[src/shared/bmc_defines.svh]
// Constants for the bus-management compare-swap and ROM header register bank.
`ifndef BMC_DEFINES_SVH
`define BMC_DEFINES_SVH

`define BMC_AW 8
`define BMC_DW 32
`define BMC_NRES 4
`define BMC_SELW 2

`define BMC_OFF_DATA 8'h0c
`define BMC_OFF_CMP 8'h10
`define BMC_OFF_CTRL 8'h14
`define BMC_OFF_ROMH 8'h18
`define BMC_OFF_BUSID 8'h1c
`define BMC_OFF_CMP_LOAD 8'h30
`define BMC_OFF_DATA_LOAD 8'h34
`define BMC_OFF_OLD 8'h38
`define BMC_OFF_INT_STAT 8'h40
`define BMC_OFF_INT_MASK 8'h44

`define BMC_DONE_BIT 31
`define BMC_SEL_MSB 1
`define BMC_SEL_LSB 0
`define BMC_INFO_MSB 31
`define BMC_INFO_LSB 24
`define BMC_CRCL_MSB 23
`define BMC_CRCL_LSB 16
`define BMC_CRC_MSB 15
`define BMC_CRC_LSB 0

`define BMC_BUSID_VALUE 32'h31333934
`define BMC_DONE_RST 1'b1
`define BMC_SEL_RST 2'h0
`define BMC_BYTE_RST 8'h00
`define BMC_CRC_RST 16'h0000
`define BMC_WORD_RST 32'h00000000

`define BMC_INTW 2
`define BMC_INT_DONE 0
`define BMC_INT_MATCH 1
`define BMC_INT_RST 2'h0

`endif

[src/shared/bmc_pkg.sv]
// Types and address decode shared by the register bank files.
`include "bmc_defines.svh"
package bmc_pkg;
  typedef enum logic [1:0] {BMC_IDLE = 2'h0, BMC_BUSY = 2'h1} bmc_state_e;
  typedef logic [`BMC_SELW-1:0] bmc_sel_t;
  typedef logic [`BMC_AW-1:0] bmc_addr_t;
  typedef logic [`BMC_DW-1:0] bmc_word_t;

  // Tells whether an address holds a register of this bank.
  function automatic logic bmc_mapped(input bmc_addr_t a);
    logic m;
    m = 1'b0;
    case (a)
      `BMC_OFF_DATA, `BMC_OFF_CMP, `BMC_OFF_CTRL, `BMC_OFF_ROMH, `BMC_OFF_BUSID,
      `BMC_OFF_CMP_LOAD, `BMC_OFF_DATA_LOAD, `BMC_OFF_OLD, `BMC_OFF_INT_STAT,
      `BMC_OFF_INT_MASK: m = 1'b1;
      default: m = 1'b0;
    endcase
    return m;
  endfunction

  // Merges write data into a word under byte strobes.
  function automatic bmc_word_t bmc_merge(input bmc_word_t old, input bmc_word_t wd, input logic [3:0] st);
    bmc_word_t r;
    r = old;
    for (int i = 0; i < 4; i++)
    begin
      if (st[i])
      begin
        r[i*8 +: 8] = wd[i*8 +: 8];
      end
    end
    return r;
  endfunction
endpackage

[src/hdl/bmc_apb_slave.sv]
// APB access decode with wait states while a swap is running.
`timescale 1ns/1ps
`default_nettype none
module bmc_apb_slave (
  input wire logic psel,
  input wire logic penable,
  input wire logic pwrite,
  input wire bmc_pkg::bmc_addr_t paddr,
  input wire logic busy,
  output logic pready,
  output logic pslverr,
  output logic wr_en,
  output logic rd_en
);
  import bmc_pkg::*;

  logic access;

  assign access = psel && penable;
  assign pready = !busy;
  assign pslverr = access && pready && !bmc_mapped(paddr);
  assign wr_en = access && pready && pwrite && bmc_mapped(paddr);
  assign rd_en = access && pready && !pwrite;
endmodule
`default_nettype wire

[src/hdl/bmc_swap_unit.sv]
// Bus-management resources with an atomic compare-swap port.
`timescale 1ns/1ps
`default_nettype none
`include "bmc_defines.svh"
module bmc_swap_unit #(
  parameter logic [`BMC_NRES*`BMC_DW-1:0] RES_RESET = '0
) (
  input wire logic pclk,
  input wire logic presetn,
  input wire logic start,
  input wire bmc_pkg::bmc_sel_t sel,
  input wire bmc_pkg::bmc_word_t cmp,
  input wire bmc_pkg::bmc_word_t data,
  output logic done_q,
  output logic match_q,
  output bmc_pkg::bmc_word_t old_q,
  output logic [`BMC_NRES*`BMC_DW-1:0] res_flat
);
  import bmc_pkg::*;

  bmc_word_t res_q [`BMC_NRES];
  logic hit;

  assign hit = (res_q[sel] == cmp);

  genvar g;
  generate
    for (g = 0; g < `BMC_NRES; g++)
    begin : g_res
      always_ff @(posedge pclk or negedge presetn)
      begin
        if (!presetn)
          res_q[g] <= RES_RESET[g*`BMC_DW +: `BMC_DW];
        else if (start && hit && (sel == g))
          res_q[g] <= data;
      end
      assign res_flat[g*`BMC_DW +: `BMC_DW] = res_q[g];
    end
  endgenerate

  always_ff @(posedge pclk or negedge presetn)
  begin
    if (!presetn)
    begin
      done_q <= 1'b0;
      match_q <= 1'b0;
      old_q <= `BMC_WORD_RST;
    end
    else
    begin
      done_q <= start;
      if (start)
      begin
        match_q <= hit;
        old_q <= res_q[sel];
      end
    end
  end
endmodule
`default_nettype wire

[src/hdl/bmc_regs.sv]
// Register bank for compare-swap control, ROM header and bus identification.
//
// The APB register port was chosen for this implementation.
`timescale 1ns/1ps
`default_nettype none
`include "bmc_defines.svh"
module bmc_regs #(
  parameter logic [`BMC_NRES*`BMC_DW-1:0] RES_RESET = '0
) (
  input wire logic pclk,
  input wire logic presetn,
  input wire logic psel,
  input wire logic penable,
  input wire logic pwrite,
  input wire bmc_pkg::bmc_addr_t paddr,
  input wire bmc_pkg::bmc_word_t pwdata,
  input wire logic [3:0] pstrb,
  output bmc_pkg::bmc_word_t prdata,
  output logic pready,
  output logic pslverr,
  output logic irq,
  input wire logic eeprom_present,
  input wire logic [15:0] eeprom_crc,
  input wire logic link_on_bit,
  output bmc_pkg::bmc_word_t rom_header,
  output logic rom_header_live,
  output logic [`BMC_NRES*`BMC_DW-1:0] res_values
);
  import bmc_pkg::*;

  localparam int SWAP_MIN = 1;
  localparam int SWAP_MAX = 2;

  bmc_state_e state_q;
  bmc_state_e state_d;
  logic wr_en;
  logic start_q;
  logic swap_done;
  logic swap_match;
  bmc_word_t old_value;
  bmc_word_t cmp_q;
  bmc_word_t data_q;
  logic swap_complete_flag_q;
  bmc_sel_t resource_select_q;
  logic [7:0] info_len_q;
  logic [7:0] crc_len_q;
  logic [15:0] rom_crc_q;
  logic boot_q;
  logic [`BMC_INTW-1:0] int_stat_q;
  logic [`BMC_INTW-1:0] int_mask_q;
  logic [`BMC_INTW-1:0] int_event;
  bmc_word_t rd_value;
  bmc_word_t prdata_q;
  logic wr_ctrl;
  logic wr_romh;
  logic wr_stat;
  logic wr_mask;
  logic wr_cmp_load;
  logic wr_data_load;
  logic settle_q;
  bmc_word_t romh_merged;
  bmc_word_t sel_res;

  // Picks one resource word out of the flat resource vector.
  function automatic bmc_word_t pick_res(input logic [`BMC_NRES*`BMC_DW-1:0] v, input bmc_sel_t s);
    bmc_word_t r;
    r = v[s*`BMC_DW +: `BMC_DW];
    return r;
  endfunction

  bmc_apb_slave u_apb (
    .psel(psel),
    .penable(penable),
    .pwrite(pwrite),
    .paddr(paddr),
    .busy((state_q != BMC_IDLE) || settle_q),
    .pready(pready),
    .pslverr(pslverr),
    .wr_en(wr_en),
    .rd_en()
  );

  assign wr_ctrl = wr_en && (paddr == `BMC_OFF_CTRL);
  assign wr_romh = wr_en && (paddr == `BMC_OFF_ROMH);
  assign wr_stat = wr_en && (paddr == `BMC_OFF_INT_STAT);
  assign wr_mask = wr_en && (paddr == `BMC_OFF_INT_MASK);
  assign wr_cmp_load = wr_en && (paddr == `BMC_OFF_CMP_LOAD);
  assign wr_data_load = wr_en && (paddr == `BMC_OFF_DATA_LOAD);

  // The swap engine sees the selected resource, compare value and data value.
  bmc_swap_unit #(
    .RES_RESET(RES_RESET)
  ) u_swap (
    .pclk(pclk),
    .presetn(presetn),
    .start(start_q),
    .sel(resource_select_q),
    .cmp(cmp_q),
    .data(data_q),
    .done_q(swap_done),
    .match_q(swap_match),
    .old_q(old_value),
    .res_flat(res_values)
  );

  // Sequencer that holds the bus off while a swap is running.
  always_comb
  begin
    state_d = state_q;
    case (state_q)
      BMC_IDLE:
      begin
        if (wr_ctrl)
          state_d = BMC_BUSY;
      end
      BMC_BUSY:
      begin
        if (swap_done)
          state_d = BMC_IDLE;
      end
      default: state_d = BMC_IDLE;
    endcase
  end

  always_ff @(posedge pclk or negedge presetn)
  begin
    if (!presetn)
      state_q <= BMC_IDLE;
    else
      state_q <= state_d;
  end

  // Holds the bus one more cycle after an internal update so that registered read data is fresh.
  always_ff @(posedge pclk or negedge presetn)
  begin
    if (!presetn)
      settle_q <= 1'b0;
    else
      settle_q <= swap_done || boot_q;
  end

  always_ff @(posedge pclk or negedge presetn)
  begin
    if (!presetn)
      start_q <= 1'b0;
    else
      start_q <= wr_ctrl;
  end

  // Write clears it; a finishing swap wins.
  always_ff @(posedge pclk or negedge presetn)
  begin
    if (!presetn)
      swap_complete_flag_q <= `BMC_DONE_RST;
    else if (swap_done)
      swap_complete_flag_q <= 1'b1;
    else if (wr_ctrl)
      swap_complete_flag_q <= 1'b0;
  end

  always_ff @(posedge pclk or negedge presetn)
  begin
    if (!presetn)
      resource_select_q <= `BMC_SEL_RST;
    else if (wr_ctrl && pstrb[0])
      resource_select_q <= pwdata[`BMC_SEL_MSB:`BMC_SEL_LSB];
  end

  always_ff @(posedge pclk or negedge presetn)
  begin
    if (!presetn)
    begin
      cmp_q <= `BMC_WORD_RST;
      data_q <= `BMC_WORD_RST;
    end
    else
    begin
      if (wr_cmp_load)
        cmp_q <= bmc_merge(cmp_q, pwdata, pstrb);
      if (wr_data_load)
        data_q <= bmc_merge(data_q, pwdata, pstrb);
    end
  end

  always_ff @(posedge pclk or negedge presetn)
  begin
    if (!presetn)
    begin
      info_len_q <= `BMC_BYTE_RST;
      crc_len_q <= `BMC_BYTE_RST;
    end
    else if (wr_romh)
    begin
      if (pstrb[3])
        info_len_q <= pwdata[`BMC_INFO_MSB:`BMC_INFO_LSB];
      if (pstrb[2])
        crc_len_q <= pwdata[`BMC_CRCL_MSB:`BMC_CRCL_LSB];
    end
  end

  assign romh_merged = bmc_merge({16'h0000, rom_crc_q}, pwdata, pstrb);

  always_ff @(posedge pclk or negedge presetn)
  begin
    if (!presetn)
    begin
      boot_q <= 1'b1;
      rom_crc_q <= `BMC_CRC_RST;
    end
    else if (boot_q)
    begin
      boot_q <= 1'b0;
      if (eeprom_present)
        rom_crc_q <= eeprom_crc;
    end
    else if (wr_romh)
    begin
      rom_crc_q <= romh_merged[`BMC_CRC_MSB:`BMC_CRC_LSB];
    end
  end

  assign rom_header = {info_len_q, crc_len_q, rom_crc_q};
  assign rom_header_live = link_on_bit;

  // Interrupt events, sticky status with write-one-to-clear, and mask.
  assign int_event[`BMC_INT_DONE] = swap_done;
  assign int_event[`BMC_INT_MATCH] = swap_done && swap_match;

  always_ff @(posedge pclk or negedge presetn)
  begin
    if (!presetn)
      int_stat_q <= `BMC_INT_RST;
    else if (wr_stat && pstrb[0])
      int_stat_q <= (int_stat_q & ~pwdata[`BMC_INTW-1:0]) | int_event;
    else
      int_stat_q <= int_stat_q | int_event;
  end

  always_ff @(posedge pclk or negedge presetn)
  begin
    if (!presetn)
      int_mask_q <= `BMC_INT_RST;
    else if (wr_mask && pstrb[0])
      int_mask_q <= pwdata[`BMC_INTW-1:0];
  end

  assign irq = |(int_stat_q & int_mask_q);

  // Read multiplexer.
  always_comb
  begin
    rd_value = `BMC_WORD_RST;
    case (paddr)
      `BMC_OFF_DATA: rd_value = data_q;
      `BMC_OFF_CMP: rd_value = cmp_q;
      `BMC_OFF_CTRL:
      begin
        rd_value[`BMC_DONE_BIT] = swap_complete_flag_q;
        rd_value[`BMC_SEL_MSB:`BMC_SEL_LSB] = resource_select_q;
      end
      `BMC_OFF_ROMH: rd_value = rom_header;
      `BMC_OFF_BUSID: rd_value = `BMC_BUSID_VALUE;
      `BMC_OFF_CMP_LOAD: rd_value = cmp_q;
      `BMC_OFF_DATA_LOAD: rd_value = data_q;
      `BMC_OFF_OLD: rd_value = old_value;
      `BMC_OFF_INT_STAT: rd_value[`BMC_INTW-1:0] = int_stat_q;
      `BMC_OFF_INT_MASK: rd_value[`BMC_INTW-1:0] = int_mask_q;
      default: rd_value = `BMC_WORD_RST;
    endcase
  end

  always_ff @(posedge pclk or negedge presetn)
  begin
    if (!presetn)
      prdata_q <= `BMC_WORD_RST;
    else if (psel)
      prdata_q <= rd_value;
  end

  assign prdata = prdata_q;
  assign sel_res = pick_res(res_values, resource_select_q);
endmodule
`default_nettype wire

[config.mk]
export PLATFORM = sky130hd
export DESIGN_NAME = bmc_regs
export DESIGN_NICKNAME = d
export VERILOG_FILES = /design/src/shared/bmc_pkg.sv /design/src/hdl/bmc_apb_slave.sv /design/src/hdl/bmc_swap_unit.sv /design/src/hdl/bmc_regs.sv
export VERILOG_INCLUDE_DIRS = /design/src /design/src/shared
export SDC_FILE = /design/constraint.sdc
export NUM_CORES = 1
export LEC_CHECK = 0
export CORE_MARGIN = 2
export CORE_UTILIZATION = 36
export DETAILED_ROUTE_END_ITERATION = 7
export DONT_BUFFER_PORTS = 1
export MAX_ROUTING_LAYER = met4
export SLEW_MARGIN = 25
export SYNTH_ARGS = -nofsm -noshare
export SYNTH_HDL_FRONTEND = slang
export SYNTH_HIERARCHICAL = 1
export SYNTH_SLANG_ARGS = --single-unit
[constraint.sdc]
create_clock -name pclk -period 3.36 [get_ports pclk]
set_input_delay 1.008 -clock pclk [delete_from_list [all_inputs] [get_ports pclk]]
set_output_delay 1.008 -clock pclk [all_outputs]
set_load 0.02 [all_outputs]
# Yosys cells after proc, flatten, opt, wreduce, memory -nomap -nowiden
# Index checks and enable logic that the tools add are counted.
totals:
  ff_bits: 302
  latchBits: 0
  ramBits: 0
  romBits: 0
  input_bits: 67
  out_inout_bits: 196
  wordCells: 119
  n_memories: 0
classes:
  addsub: 0
  n_mul: 0
  n_div: 0
  magnitude_cmp: 1
  eq_ne: 18
  shift: 0
  muxes: 18
  bitwise_logic: 6
  reduce_logical: 48
op_table:
  columns: ["cell", "count"]
  rows:
  - ["$pmux 29 s5", 1]
  - ["$bmux 32 s2", 1]
  - ["$mux 32", 2]
  - ["$mux 16", 3]
  - ["$eq 32x32->1", 1]
  - ["$eq 8x5->1 const B", 4]
  - ["$eq 8x6->1 const B", 3]
  - ["$reduce_and 2->1", 11]
  - ["$logic_and 1x1->1", 20]
  - ["$eq 8x7->1 const B", 2]
  - ["$mux 8", 2]
  - ["$pmux 2 s7", 1]
  - ["$reduce_bool 2->1", 5]
  - ["$reduce_or 10->1", 1]
  - ["$eq 8x4->1 const B", 1]
  - ["$mux 2", 3]
  - ["$reduce_and 3->1", 2]
  - ["$reduce_or 2->1", 3]
  - ["$pmux 1 s5", 1]
  - ["$and 2x2->2", 2]
  - ["$eq 2x1->1 const B", 2]
  - ["$eq 2x2->1 const B", 2]
  - ["$logic_not 2->1", 2]
  - ["$ne 2x2->1 const B", 2]
  - ["9 further kinds", 14]

# Longest topological paths before layout
depth:
  word_depth: 9
  ltp_mapped: 11
  mapped_depth_nobuf: 9

# Modules after synthesis
# The synthesis kept the hierarchy.
by_module_without_submodules:
  columns: ["mod", "n_inst", "cells_each", "area_each_um2", "seq_area_each_um2"]
  rows:
  - ["bmc_swap_unit", 1, 440, 7168.1, 4053.9]
  - ["bmc_regs", 1, 494, 6174.7, 3480.8]
  - ["bmc_apb_slave", 1, 13, 92.6, 0.0]

# Worst setup path after synthesis
# Ideal clock, no wire load.
synth_path:
  path_kind: "flip-flop to flip-flop"
  startpoint: "register resource_select_q[0]"
  endpoint: "register u_swap.res_q, in the netlist u_swap/res_flat[10]"
  setup_ns: 0.128
  t_arrival_ns: 2.807
  required_time_ns: 3.232
  setup_slack_ns: 0.425
  stages_incl_launch_ff: 10
  n_path_buf: 3
  synth_period_minus_slack_ns: 2.935
  cell_sequence: "dfrtp_1 -> buf_4 -> buf_2 -> mux4_2 -> xnor2_1 -> nand4_1 -> nor4_2 -> nand4b_1 -> buf_2 -> mux2_1"
synth_between:
  elab_chain_len: 7
  elab_cells_between_ends: 8
  classes_between: "eq/ne: 1; mux: 3; bitwise: 1; reduce/logical: 3"
synth_lines:
  columns: ["element", "line", "text"]
  rows:
  - ["from (decl)", "bmc_regs.sv:44", "bmc_sel_t resource_select_q;"]
  - ["from (signal assigned)", "bmc_regs.sv:164", "resource_select_q <= `BMC_SEL_RST;"]
  - ["from (signal assigned)", "bmc_regs.sv:166", "resource_select_q <= pwdata[`BMC_SEL_MSB:`BMC_SEL_LSB];"]
  - ["$not 2->3 (implied by the code)", "bmc_swap_unit.sv:24", "assign hit = (res_q[sel] == cmp);"]
  - ["$bmux 32 s2", "bmc_swap_unit.sv:24", null]
  - ["$mux 32 (implied by the code) (2 in series)", "bmc_swap_unit.sv:24", null]
  - ["$eq 32x32->1", "bmc_swap_unit.sv:24", null]
  - ["$logic_and 1x1->1", "bmc_swap_unit.sv:34", "else if (start && hit && (sel == g))"]
  - ["$logic_and 1x1->1 *", "bmc_swap_unit.sv:34", null]
  - ["to (signal, indexed assignment)", "bmc_swap_unit.sv:33", "res_q[g] <= RES_RESET[g*`BMC_DW +: `BMC_DW];"]
  - ["to (signal, indexed assignment)", "bmc_swap_unit.sv:35", "res_q[g] <= data;"]
  - ["to (decl)", "bmc_swap_unit.sv:21", "bmc_word_t res_q [`BMC_NRES];"]
# Every way passes the cells marked *; elsewhere a longest branch is shown, timed or not. The select of a mux whose other input is x is not followed.
# A chain may end at the register's enable or synchronous reset.

# Worst setup path after layout
layout_path:
  startpoint: "register resource_select_q[0]"
  endpoint: "register u_swap.res_q, in the netlist u_swap/res_flat[40]"
# Same word-level chain as after synthesis.

==> metrics.yaml <==
timing:
  setup_slack_ns: 0.145
  setup_viol: 0
  hold_ws_ns: 0.204
  fmax_mhz: 311
  fin_setup_tns_ns: 0
  slew_violations: 0
  fin_crit_ns: 3.22
  worst_pin_slew_ns: 0.820
  relSlewSlack_pct: 45.3
  clock_skew_ns: 0.0216
  timing.final.crit_share_pct: 95.7
  rsz0062_at_grt: "no"
  hold_viol: 0
clock_network:
  clk_path_buf_depth: 3
  cts_sinks: 301
  ctsHtreeMaxLevel: 2
  path_clk_slew_ns: 0.06
  postCtsHoldBufs: 0
  cts_post_setup_buffers_inserted: 0
  post_cts_resized: 0
  cts_made_buffers: 35
  clock_latency_ns: 0.53
  cts_tree: "done"
  root_buffer: "clkbuf_16"
power_and_ir_drop:
  cellLeakagePower_nw: 7.47
  power_mw: 7.65
  peakVddDrop_mv: 0.437
  power_density_nw_per_um2: 495
detailed_routing:
  ant_nets: 0
  vias: 8452
  dr.pass1.iters: 6
  via_per_inst: 5.73
  wire_per_inst_um: 28.2
  wl_um: 41600
  drc: 0
  drt-initial-drc-count: 678
placement:
  placedCellCount: 1413
  place.gp.congestion: 0.813
  io_buffers: 0
  dp_hpwl_um: 28800
  place_ws_ns: 0.0509
  placed_area_um2: 14300
critical_path:
  cp-start-kind: "flip-flop"
  rrSetupSlack_ns: 0.14
  reg2reg_depth: 10
  critPathCaptureType: "flip-flop"
  critPathArrivalTime_ns: 3.61
  path_max_fanout: 27
  r2r_start: "resource_select_q[0]"
  criticalPathCategory: "reg2reg"
  critPathRequiredTime_ns: 3.75
  timing.rr.end: "u_swap/res_flat[40]"
die:
  initial_core_util_pct: 36.6
  fp.coreArea_um2: 36700
  dieWidth_um: 197
  rows: 70
  ios: 263
  floorplan.die_area_um2: 38900
  die_h_um: 197
layout:
  utilization_pct: 42.1
  synthToLayoutAreaGrowth_pct: 15.1
  nets: 1049
  drive_gt1_share_pct: 31.7
  fin_cells: 1476
  final_area_um2: 15500
  final_common_cell: "dfrtp_1"
  final_cell_mix: "296 x dfrtp_1, 158 x mux2_2, 87 x mux2_1"
  nFillCells: 3361
logic_synthesis:
  syn-instance-count: 946
  syn_area_per_cell_um2: 14.2
  synthesis.area_um2: 13400
  synth_fp_nets: 1013
  ys_warn_count: 6
global_routing:
  grt_use_total_pct: 22.0
  grt_max_degree: 302
  grt_antenna_before_repair: 1
  grt_pass1_wl_um: 60900
  grt_overflow: 0
  grt_pass1_vias: 8686
flow_run:
  cap_violations: 0
outcome:
  status: "completed"
worst_hold_path:
  hp-class: "in2async"
## worst max-delay path: stages (launching register included)
cell and delay [ns]:
dfrtp_2 0.41, buf_12 0.23, mux4_2 0.58, xnor2_2 0.24
buf_4 0.16, nand4_1 0.15, buf_4 0.19, nor4_4 0.24
nand4b_1 0.25, buf_6 0.26, mux2_1 0.35
## sequential cells by signal, summed over array words and instances (netlist names), 2 cells and up
name and cells:
cmp_q 32, crc_len_q 8, data_q 32, info_len_q 8
int_mask_q 2, int_stat_q 2, prdata 32, resource_select_q 2
rom_crc_q 16, u_swap/old_q 32, u_swap/res_flat 128
## worst max path at each step
stage,start,end,slack (ns),cells past startpoint
floorplan,resource_select_q[0],u_swap/res_flat[10],0.43,9
global placement,resource_select_q[0],u_swap/res_flat[88],0.14,10
detailed placement,resource_select_q[0],u_swap/res_flat[48],0.05,10
CTS,resource_select_q[0],u_swap/res_flat[40],0.003,10
global route,resource_select_q[0],u_swap/res_flat[83],0.0002,10
finish,resource_select_q[0],u_swap/res_flat[40],0.14,10
## power by group
| part | switching, mW | internal (mW) | total, mW |
|---|---|---|---|
| clock | 1.51 | 2.31 | 3.82 |
| combinational | 0.0544 | 0.0431 | 0.0974 |
| sequential | 0.0685 | 3.66 | 3.72 |
| total | 1.64 | 6.01 | 7.65 |
## metal layers
metal / part of all wire, % / GRT usage (%) / vias up
met2: 48 / 34.6 / 295
met1: 43 / 28.4 / 4487
met5: 0 / - / -
met3: 8.1 / 6.18 / 37
met4: 1.6 / 4.93 / 0
li1: - / - / 3633
## layout make-up
cell class / count / area, µm² / share of cell area (%)
Multi-Input combinational cell: 584 / 5650 / 36.6
Inverter: 9 / 33.8 / 0.219
Timing Repair Buffer: 51 / 478 / 3.09
Antenna cell: 1 / 2.50 / 0.0162
Clock buffer: 55 / 1090 / 7.07
Clock inverter: 7 / 75.1 / 0.486
Tap cell: 468 / 586 / 3.79
Sequential cell: 301 / 7540 / 48.8
Power figures use the tool's default switching activity.
